===== src/scsc_pkg.sv =====
package scsc_pkg;

  // Register data width of each control and status word
  localparam int DATA_W = 16;
  // Strap group widths
  localparam int BASE_W = 10;
  localparam int VEC_W = 6;
  localparam int TRIB_W = 8;
  localparam int STRAP_W = 28;

  // Bus address layout: fixed top bits, base field, register select
  localparam logic [2:0] IOPAGE_TOP = 3'h7;
  localparam int ADR_TOP_LSB = 13;
  localparam int BASE_LSB = 3;
  localparam int REG_LSB = 1;
  // Vector bits sit above three fixed zero bits
  localparam logic [2:0] VEC_LOW = 3'h0;

  // Positions inside the packed strap vector
  localparam int STRAP_BASE_LSB = 0;
  localparam int STRAP_VEC_LSB = 10;
  localparam int STRAP_TRIB_LSB = 16;
  localparam int STRAP_MODESRC = 24;
  localparam int STRAP_SEL6 = 25;
  localparam int STRAP_SEL7 = 26;
  localparam int STRAP_SEL8 = 27;

  // Register word select within the four-word block
  localparam logic [1:0] REG_CTRL = 2'h0;
  localparam logic [1:0] REG_STAT = 2'h1;
  localparam logic [1:0] REG_TRIB = 2'h2;
  localparam logic [1:0] REG_VECT = 2'h3;

  // Control word fields
  localparam int CTRL_HALF = 0;
  localparam int CTRL_SEL7 = 1;
  localparam int CTRL_P2P = 2;
  localparam int CTRL_INIT = 15;
  // Status word fields
  localparam int STAT_HALF = 0;
  localparam int STAT_COMPAT = 1;
  localparam int STAT_P2P = 2;
  localparam int STAT_CTRLST = 3;
  localparam int STAT_MODESW = 4;
  localparam int STAT_ADDRSW = 5;
  localparam int STAT_VALID = 6;

  // Reset values of the software-owned fields
  localparam logic [2:0] CTRL_RESET = 3'h0;
  localparam logic [7:0] TRIB_RESET = 8'h00;

  // Cycles the strap synchroniser needs before a sample is trusted
  localparam logic [1:0] SETTLE_CYC = 2'h2;

  // Decoded line and network mode
  typedef struct packed {
    logic halfDuplex;
    logic compatEn;
    logic pointToPoint;
    logic controlStation;
  } scsc_mode_type;

  // Initialisation sequencer states
  typedef enum logic [1:0] {
    INIT_SETTLE = 2'b00,
    INIT_SAMPLE = 2'b01,
    INIT_RUN = 2'b10
  } scsc_init_type;

  // Three mode selects, each 1 for a switch in the ON position
  function automatic scsc_mode_type decode_mode(input logic sel6, input logic sel7, input logic sel8);
    scsc_mode_type m;
    m.halfDuplex = sel6;
    m.pointToPoint = sel8;
    m.compatEn = sel8 & sel7;
    m.controlStation = ~sel8 & sel7;
    return m;
  endfunction

endpackage


===== src/scsc_cfg_if.sv =====
`timescale 1ns/1ns
interface scsc_cfg_if;
  // Sampled configuration, held until the next initialisation
  logic valid;
  logic [9:0] base;
  logic [5:0] vec;
  logic [7:0] tribAddr;
  logic modeSw;
  logic [2:0] modeSel;

  modport provider (output valid, output base, output vec, output tribAddr, output modeSw, output modeSel);
  modport user (input valid, input base, input vec, input tribAddr, input modeSw, input modeSel);
endinterface


===== src/scsc_strap_latch.sv =====
`timescale 1ns/1ns
module scsc_strap_latch (
  // Clock and reset
  input wire logic clk,
  input wire logic srst,
  // Re-initialise request, one cycle
  input wire logic initReq,
  // Synchronised straps, 1 for a switch ON
  input wire logic [27:0] strapOn,
  // Sampled configuration
  scsc_cfg_if.provider cfg
);

  // Whole state of the sampler
  typedef struct packed {
    scsc_pkg::scsc_init_type fsm;
    logic [1:0] cnt;
    logic valid;
    logic [9:0] base;
    logic [5:0] vec;
    logic [7:0] tribAddr;
    logic modeSw;
    logic [2:0] modeSel;
  } scsc_latch_state_type;

  scsc_latch_state_type st_r;
  scsc_latch_state_type st_nxt;

  // Sequencer: settle, take one sample, then hold
  always_comb begin
    st_nxt = st_r;
    case (st_r.fsm)
      scsc_pkg::INIT_SETTLE: begin
        // Waits out the synchroniser so no stale pin level is caught
        if (st_r.cnt == scsc_pkg::SETTLE_CYC - 2'h1) begin
          st_nxt.fsm = scsc_pkg::INIT_SAMPLE;
        end else begin
          st_nxt.cnt = st_r.cnt + 2'h1;
        end
      end
      scsc_pkg::INIT_SAMPLE: begin
        // Every strap is caught in this single cycle
        st_nxt.base = strapOn[scsc_pkg::STRAP_BASE_LSB +: 10];
        st_nxt.vec = strapOn[scsc_pkg::STRAP_VEC_LSB +: 6];
        st_nxt.tribAddr = ~strapOn[scsc_pkg::STRAP_TRIB_LSB +: 8];
        // Switch 1 ON hands the mode to software
        st_nxt.modeSw = strapOn[scsc_pkg::STRAP_MODESRC];
        st_nxt.modeSel = {strapOn[scsc_pkg::STRAP_SEL8], strapOn[scsc_pkg::STRAP_SEL7], strapOn[scsc_pkg::STRAP_SEL6]};
        st_nxt.valid = 1'b1;
        st_nxt.fsm = scsc_pkg::INIT_RUN;
      end
      default: begin
        // Hold until the next initialisation
        st_nxt.fsm = scsc_pkg::INIT_RUN;
      end
    endcase
    // A new request restarts the sequence and hides the old sample
    if (initReq) begin
      st_nxt.fsm = scsc_pkg::INIT_SETTLE;
      st_nxt.cnt = 2'h0;
      st_nxt.valid = 1'b0;
    end
  end

  // State register
  always_ff @(posedge clk) begin
    if (srst) begin
      st_r <= '0;
    end else begin
      st_r <= st_nxt;
    end
  end

  // Drive the carrier
  assign cfg.valid = st_r.valid;
  assign cfg.base = st_r.base;
  assign cfg.vec = st_r.vec;
  assign cfg.tribAddr = st_r.tribAddr;
  assign cfg.modeSw = st_r.modeSw;
  assign cfg.modeSel = st_r.modeSel;
endmodule


===== src/scsc_strap_config.sv =====
`timescale 1ns/1ns
// How it works
// - Four 16-bit registers at strap-selected base
// - Base and vector straps: ON reads one
// - Tributary address from software or strap bank
// - Tributary straps read inverted: OFF gives one
// - Tributary straps all ON (reading all zero) mean software address
// - Switch 1 OFF: mode from straps; ON: software
// - Switch 6 ON half-duplex, OFF full-duplex
// - Switch 8 ON: point-to-point, 7 sets compatibility
// - Switch 8 OFF: multipoint, 7 picks control station
module scsc_strap_config (
  // Clock and reset
  input wire logic clk,
  input wire logic srst,
  // Wishbone slave, 16-bit port, byte address
  input wire logic wbCyc,
  input wire logic wbStb,
  input wire logic wbWe,
  input wire logic [15:0] wbAdr,
  input wire logic [1:0] wbSel,
  input wire logic [15:0] wbDatWr,
  output logic [15:0] wbDatRd,
  output logic wbAck,
  // Board straps, 1 for a switch ON
  input wire logic [9:0] baseStrapOn,
  input wire logic [5:0] vecStrapOn,
  input wire logic [7:0] tribStrapOn,
  input wire logic modeSrcOn,
  input wire logic feat6On,
  input wire logic feat7On,
  input wire logic feat8On,
  // Configuration to the rest of the controller
  output logic halfDuplex,
  output logic compatEn,
  output logic pointToPoint,
  output logic controlStation,
  output logic [7:0] stationAddr,
  output logic stationAddrFromSw,
  output logic [8:0] intVector,
  output logic cfgValid
);

  // Whole state of the top
  typedef struct packed {
    logic [27:0] strapMeta;
    logic [27:0] strapSync;
    logic initReq;
    logic ack;
    logic [15:0] datRd;
    logic swHalf;
    logic swSel7;
    logic swP2p;
    logic [7:0] swTrib;
    scsc_pkg::scsc_mode_type mode;
    logic [7:0] stationAddr;
    logic addrFromSw;
    logic [8:0] vector;
    logic valid;
  } scsc_top_state_type;

  scsc_top_state_type st_r;
  scsc_top_state_type st_nxt;

  // Sampled configuration from the latch
  scsc_cfg_if cfg ();

  // Strap sampler, restarted by reset or a software init
  scsc_strap_latch scsc_strap_latch_i (
    .clk(clk),
    .srst(srst),
    .initReq(st_r.initReq),
    .strapOn(st_r.strapSync),
    .cfg(cfg.provider)
  );

  // Address hit: top page bits, strap base, no answer before a sample
  logic hit;
  logic [1:0] regSel;
  logic req;
  logic [15:0] rdMux;
  scsc_pkg::scsc_mode_type effMode;

  assign hit = (wbAdr[15:scsc_pkg::ADR_TOP_LSB] == scsc_pkg::IOPAGE_TOP)
    && (wbAdr[12:scsc_pkg::BASE_LSB] == cfg.base) && cfg.valid;
  assign regSel = wbAdr[scsc_pkg::REG_LSB +: 2];
  assign req = wbCyc && wbStb && hit;

  // Mode source: software bits or the sampled straps
  assign effMode = cfg.modeSw
    ? scsc_pkg::decode_mode(st_r.swHalf, st_r.swSel7, st_r.swP2p)
    : scsc_pkg::decode_mode(cfg.modeSel[0], cfg.modeSel[1], cfg.modeSel[2]);

  // Read data selection, from registered state only
  always_comb begin
    rdMux = 16'h0000;
    if (regSel == scsc_pkg::REG_CTRL) begin
      rdMux[scsc_pkg::CTRL_HALF] = st_r.swHalf;
      rdMux[scsc_pkg::CTRL_SEL7] = st_r.swSel7;
      rdMux[scsc_pkg::CTRL_P2P] = st_r.swP2p;
    end else if (regSel == scsc_pkg::REG_STAT) begin
      rdMux[scsc_pkg::STAT_HALF] = st_r.mode.halfDuplex;
      rdMux[scsc_pkg::STAT_COMPAT] = st_r.mode.compatEn;
      rdMux[scsc_pkg::STAT_P2P] = st_r.mode.pointToPoint;
      rdMux[scsc_pkg::STAT_CTRLST] = st_r.mode.controlStation;
      rdMux[scsc_pkg::STAT_MODESW] = cfg.modeSw;
      rdMux[scsc_pkg::STAT_ADDRSW] = st_r.addrFromSw;
      rdMux[scsc_pkg::STAT_VALID] = st_r.valid;
    end else if (regSel == scsc_pkg::REG_TRIB) begin
      // Effective station address, whichever source won
      rdMux[7:0] = st_r.stationAddr;
    end else begin
      rdMux[8:0] = st_r.vector;
    end
  end

  // Next state
  always_comb begin
    st_nxt = st_r;
    // Two-stage synchroniser for every strap pin
    st_nxt.strapMeta = {feat8On, feat7On, feat6On, modeSrcOn, tribStrapOn, vecStrapOn, baseStrapOn};
    st_nxt.strapSync = st_r.strapMeta;
    st_nxt.initReq = 1'b0;
    // One wait state: ack rises the cycle after the request, drops after one
    st_nxt.ack = req && !st_r.ack;
    if (req && !st_r.ack) begin
      st_nxt.datRd = rdMux;
    end
    // Writes land on the edge where the master sees ack
    if (req && st_r.ack && wbWe) begin
      if (regSel == scsc_pkg::REG_CTRL) begin
        if (wbSel[0]) begin
          st_nxt.swHalf = wbDatWr[scsc_pkg::CTRL_HALF];
          st_nxt.swSel7 = wbDatWr[scsc_pkg::CTRL_SEL7];
          st_nxt.swP2p = wbDatWr[scsc_pkg::CTRL_P2P];
        end
        // Init bit is a pulse; reads back as zero
        if (wbSel[1]) begin
          st_nxt.initReq = wbDatWr[scsc_pkg::CTRL_INIT];
        end
      end else if (regSel == scsc_pkg::REG_TRIB) begin
        // Stored always, used only when the straps read as all zero (all ON)
        if (wbSel[0]) begin
          st_nxt.swTrib = wbDatWr[7:0];
        end
      end
    end
    // Effective configuration, registered for clean outputs
    st_nxt.mode = effMode;
    st_nxt.addrFromSw = (cfg.tribAddr == 8'h00);
    st_nxt.stationAddr = (cfg.tribAddr == 8'h00) ? st_r.swTrib : cfg.tribAddr;
    st_nxt.vector = {cfg.vec, scsc_pkg::VEC_LOW};
    st_nxt.valid = cfg.valid;
  end

  // State register; reset also starts the first strap sample
  always_ff @(posedge clk) begin
    if (srst) begin
      st_r <= '0;
      st_r.initReq <= 1'b1;
      st_r.swHalf <= scsc_pkg::CTRL_RESET[scsc_pkg::CTRL_HALF];
      st_r.swSel7 <= scsc_pkg::CTRL_RESET[scsc_pkg::CTRL_SEL7];
      st_r.swP2p <= scsc_pkg::CTRL_RESET[scsc_pkg::CTRL_P2P];
      st_r.swTrib <= scsc_pkg::TRIB_RESET;
    end else begin
      st_r <= st_nxt;
    end
  end

  // Outputs straight from flip-flops
  assign wbDatRd = st_r.datRd;
  assign wbAck = st_r.ack;
  assign halfDuplex = st_r.mode.halfDuplex;
  assign compatEn = st_r.mode.compatEn;
  assign pointToPoint = st_r.mode.pointToPoint;
  assign controlStation = st_r.mode.controlStation;
  assign stationAddr = st_r.stationAddr;
  assign stationAddrFromSw = st_r.addrFromSw;
  assign intVector = st_r.vector;
  assign cfgValid = st_r.valid;
endmodule


===== config.mk =====
export PLATFORM = sky130hd
export DESIGN_NAME = scsc_strap_config
export DESIGN_NICKNAME = d
export VERILOG_FILES = /design/src/scsc_pkg.sv /design/src/scsc_cfg_if.sv /design/src/scsc_strap_latch.sv /design/src/scsc_strap_config.sv
export SDC_FILE = /design/constraint.sdc
export NUM_CORES = 1
export LEC_CHECK = 0
export ABC_AREA = 1
export BUFFER_PORTS_ARGS = -buffer_cell sky130_fd_sc_hd__buf_4
export CAP_MARGIN = 20
export CORE_ASPECT_RATIO = 1.1
export CORE_UTILIZATION = 53
export CTS_CLUSTER_SIZE = 20
export DETAILED_ROUTE_END_ITERATION = 7
export HOLD_SLACK_MARGIN = 0.08
export PLACE_DENSITY = 0.77
export REMOVE_ABC_BUFFERS = 1
export SYNTH_ARGS = -nofsm -noshare
export SYNTH_HDL_FRONTEND = slang
export SYNTH_SLANG_ARGS = --single-unit

===== constraint.sdc =====
create_clock -name clk -period 1.5 [get_ports clk]
set_input_delay 0.075 -clock clk [delete_from_list [all_inputs] [get_ports clk]]
set_output_delay 0.075 -clock clk [all_outputs]
set_load 0.05 [all_outputs]

* Yosys cells after proc, flatten, opt, wreduce, memory -nomap -nowiden *
Cells that the tools add are included.

storage, ports and cells
  flip-flop bits (word level) = 134
  bits of input ports = 67
  output and inout bits = 40
  word-level logic and storage cells = 74

operators by class
  add/sub/neg operators = 1
  eq/ne operators = 7
  multiplexer cells = 13
  bitwise gates (word level) = 10
  reduce and logical (&&, ||, !) cells = 16

operators by type and width
  cell                 count
  $mux 8               2
  $eq 10x10->1         1
  $logic_not 8->1      1
  $not 8->8            1
  $logic_and 1x1->1    7
  $mux 7               1
  $eq 2x1->1 const B   3
  $mux 2               3
  $mux 6               1
  $not 1->1            5
  $and 1x1->1          4
  $logic_not 2->1      2
  $mux 1               4
  $mux 4               1
  $reduce_and 4->1     1
  $eq 3x3->1 const B   1
  $mux 3               1
  $reduce_and 3->1     1
  $reduce_or 3->1      1
  $add 2x1->2 const B  1
  $eq 2x2->1 const B   1
  $ne 2x1->1 const B   1
  $reduce_and 2->1     1
  $reduce_or 2->1      1
  $logic_not 1->1      1

* Longest topological paths before layout *
  word-level depth = 7
  depth in mapped cells = 11
  depth with buffers taken out = 10

* Hierarchy *
From an unflattened synthesis, not the netlist that was laid out.

unflattened totals
  cells, all modules = 672
  area total of the unflattened synthesis = 5136.2 um2

by module, submodules not included
  module             times used  cells each  area each (um2)  seq. area each (um2)
  scsc_strap_config  1           489         3738.6           1961.9
  scsc_strap_latch   1           183         1397.6           660.6

* Worst setup path before layout *
Ideal clock, no wire load.

  kind = flip-flop to flip-flop
  start point = register st_r, in the netlist wbAck
  end point = register st_r[23] in the netlist's numbering
  library setup time = 113 ps
  arrival time = 1315 ps
  data required time = 1387 ps
  setup slack = 72 ps
  stages on the path, launching flop included = 7
  buffers on the path = 1
  period minus slack after synthesis = 1428 ps
  cell sequence = dfxtp_1 nand2_1 inv_1 nand4_4 buf_6 nor2_1 nor2_1

between the ends
  longest elaborated chain between the ends = 3

ends and longest elaborated chain
  element                            line                      text
  start, declared                    scsc_strap_config.sv:62   scsc_top_state_type st_r;
  start signal, assigned             scsc_strap_config.sv:166  st_r <= st_nxt;
  $logic_and 1x1->1 (2 in a row)     scsc_strap_config.sv:130  if (req && st_r.ack && wbWe) begin
  $reduce_and 4->1 (no source line)  -

Every way passes these cells.
A chain may end at the register's enable or synchronous reset.

* Worst setup path in the final report *
  start point = register scsc_strap_latch_i.st_r, in the netlist scsc_strap_latch_i.cfg.base[4]
  end point = register st_r[28] in the netlist's numbering

between the ends
  longest elaborated chain between the ends = 7

ends and longest elaborated chain
  element                            line                      text
  start, declared                    scsc_strap_latch.sv:26    scsc_latch_state_type st_r;
  start signal, assigned             scsc_strap_latch.sv:70    st_r <= st_nxt;
  $eq 10x10->1                       scsc_strap_config.sv:85   && (wbAdr[12:scsc_pkg::BASE_LSB] == cfg.base) && cfg.valid;
  $logic_and 1x1->1 (2 in a row)     scsc_strap_config.sv:85
  $logic_and 1x1->1                  scsc_strap_config.sv:87   assign req = wbCyc && wbStb && hit;
  $logic_and 1x1->1 (2 in a row)     scsc_strap_config.sv:130
  $reduce_and 4->1 (no source line)  -

Every way passes these cells.

==> results by group <==
Finish
  – Finished Core Util: 0.749
  – Share of cells above drive strength 1: 0.238
  – # nets final: 812
  – Synth-to-layout area growth: 37.2%
  – Antenna cells: 0

Yosys
  – Dominant cells by area after synthesis: dfxtp_1, inv_1, nor2_1
  – Warnings from Yosys: 0
  – Synth Area in Compound Gates: 0.0940
  – Top cells by count, synth: dfxtp_1, inv_1, nor2_1
  – Post-synthesis mux area share: 0
  – Most frequent cell after synthesis: dfxtp_1
  – FFs w/ async S/R, synth: 0
  – Synth Instances: 613
  – Syn Area/Cell: 7.91 um^2
  – Register area share after synthesis: 0.541
  – Synth Flop Type: dfxtp_1
  – Post-Syn Area: 4850 um^2
  – Largest family of logic cells by synthesized area: simple AND/OR/NAND/NOR gates
  – Seq cells post-synth: 131
  – Synth Area in Adders: 0.00258
  – Cell type with the largest total area after synthesis: dfxtp_1
  – Synth top area share: 0.541
  – EDFF count, synth: 0
  – Distinct cell type count after synthesis: 33
  – Synth Area in Simple Gates: 0.191
  – Xor/xnor share of the synthesized area: 0.00723

Timing
  – Final setup fails: 2
  – Final Hold Vio Count: 0
  – Minimum hold slack: 0.152 ns
  – Worst Skew: 0.0123 ns
  – Fmax: 656 MHz
  – Post-route minimum period: 1.52 ns
  – Fin. max-slew vios: 0
  – RSZ-0062 raised after global routing: true
  – Total negative setup slack: -0.0266 ns
  – Final worst path period share: 1.02
  – Min setup slack post-route: -0.0244 ns

Floorplanning
  – Horiz. Die Dim: 93.2 um
  – Top Ports: 107
  – Die ar.: 9530 um^2
  – Die height: 102 um
  – Initial Utilization: 0.546
  – Core Region: 8870 um^2
  – Row Count: 36

Critical path
  – Max incr delay on CP: 0.33 ns
  – Crit path top cell by count: nand2_2
  – CP top delay family: simple AND/OR/NAND/NOR gates
  – Crit-path cells: inv_2 > nand2_1 > nand2_2 > nor2_4 > nand2_2 > nor2_4 > nand4_4 > buf_6 > nand2_2 > nand2_2 > nor2_1
  – Slowest CP cell: dfxtp_2
  – Largest fanout on the critical path: 6
  – Required time of the critical path: 1.95 ns
  – CP bufs+invs: 2
  – CP Class: flip-flop to flip-flop
  – Worst Setup End Kind: flip-flop
  – Startpoint types: flip-flop
  – Arrival time at the worst endpoint: 1.97 ns

Detailed routing
  – Routed vias/inst: 4.81
  – DRT Pass-1 Iters: 5
  – Iteration-0 DRC Markers: 175
  – Detailed-route via count: 4178
  – ANT nets after route: 0
  – WL per Instance: 12.9 um
  – Routed WL: 11200 um
  – DRC Markers: 0

Power and ir drop
  – Leakage dissipation: 3.22 nW
  – Peak supply drop: 0.766 mV
  – Total Power: 7.97 mW
  – PwrDens: 1200 nW/um^2

Placement
  – I/O Buffers: 88
  – Place WS: -0.00190 ns
  – Dpl hpwl: 6200 um
  – Final Wtd Congestion: 0.869

Clock tree
  – Root Buffer: clkbuf_8
  – Clock slew at reported path FFs: 0.06 ns
  – Longest Clk Path Bufs: 2
  – Num CTS Buffers: 17
  – CTS tree: yes
  – Clock sink total: 131
  – H-tree levels: 4
  – Clk_lat worst skew: 0.51 ns

GRT
  – Global route overflow: 0
  – Vias in the first global route: 3699
  – Largest net degree at the start of global routing: 59
  – Tot GR Track Use: 0.231
  – First-pass GRT wire length: 16800 um
  – Initial antenna violation count: 0

Flow run
  – Max cap viols: 0

Run status
  – Status: finished with violations
  – Violated checks: setup timing

Hold path
  – Hold Crit Class: input pin to flip-flop
## stage by stage
stage	std cells	cell area [um^2]
2_1_floorplan	567	4520
3_3_place_gp	777	5400
3_5_place_dp	777	5400
4_1_cts	859	6450
5_1_grt	869	6650
6_report	869	6650
## layer usage
layer	GRT usage	vias to the layer above	wire (um)
li1	-	2074	-
met1	0.258	1910	4370
met2	0.407	161	5960
met3	0.0618	33	508
met4	0.114	0	366
met5	0	-	0
## cells by family after synthesis
logic type | after synthesis
AO/OA/AOI/OAI | 85
other | 1
AND/OR/NAND/NOR | 220
buffers and inverters | 171
flip-flops | 131
XOR/XNOR | 4
adder cells (fa/ha/maj) | 1
## flip-flops by register name, indices dropped and copies added, names as in the netlist, 6 cells and up
name,cells
intVector,6
scsc_strap_latch_i.cfg.vec,6
wbDatRd,9
stationAddr,8
st_nxt,28
scsc_strap_latch_i.cfg.base,10
st_r,40
scsc_strap_latch_i.cfg.tribAddr,8
## worst reg2reg max path, stage by stage, from the launching register on
cell and delay, ns:
dfxtp_2 0.33, inv_2 0.03, nand2_1 0.07, nand2_2 0.07, nor2_4 0.11, nand2_2 0.07, nor2_4 0.19, nand4_4 0.20
buf_6 0.19, nand2_2 0.06, nand2_2 0.05, nor2_1 0.10
## layout make-up
cell class,instances,area (um^2)
multi-input combinational,321,1580
clock inverter,11,90.1
timing repair buffer,157,1340
clock buffer,19,432
inverter,116,438
tap,114,143
fill,595,2220
sequential,131,2630
## cell usage in the layout (no fill, tap or decap), types with 9 or more instances in the layout
| cell type | synthesis | final |
|---|---|---|
| nor2_2 | 5 | 9 |
| conb_1 | 1 | 10 |
| nor2_1 | 114 | 106 |
| inv_1 | 114 | 111 |
| o21ai_0 | 33 | 33 |
| nand2_2 | 3 | 16 |
| dfxtp_1 | 131 | 127 |
| a21oi_1 | 30 | 30 |
| nand2_1 | 71 | 58 |
| clkbuf_16 | 0 | 16 |
| buf_4 | 34 | 98 |
| dlygate4sd3_1 | 0 | 52 |
| nand3_1 | 16 | 16 |
## what timing repair did
action                     in CTS  in global routing
hold endpoints to repair       52                  0
hold buffers                   52                  0
cloned                          0                  1
setup endpoints to repair       6                 22
buffers inserted                0                  9
gates resized for setup         2                 42
pin swaps                       0                 11
## report_power, final
part	total [mW]	switching (mW)	internal (mW)	leakage, nW
Clock	3.61	1.42	2.20	0.251
Combinational	0.702	0.389	0.313	1.90
Sequential	3.65	0.0481	3.60	1.07
Total	7.97	1.86	6.11	3.22
## path summary, 6_finish.rpt
path | startpoint | end | slack [ns] | depth (start not counted)
hold reg to reg | st_nxt[65] | st_r[65] | 0.39 | 2
hold / removal | wbAdr[5] | st_r[51] | 0.15 | 6
setup / recovery | scsc_strap_latch_i.cfg.base[4] | st_r[28] | -0.02 | 11
setup reg to reg | scsc_strap_latch_i.cfg.base[4] | st_r[28] | -0.02 | 11
Power figures use the tool's default switching activity.
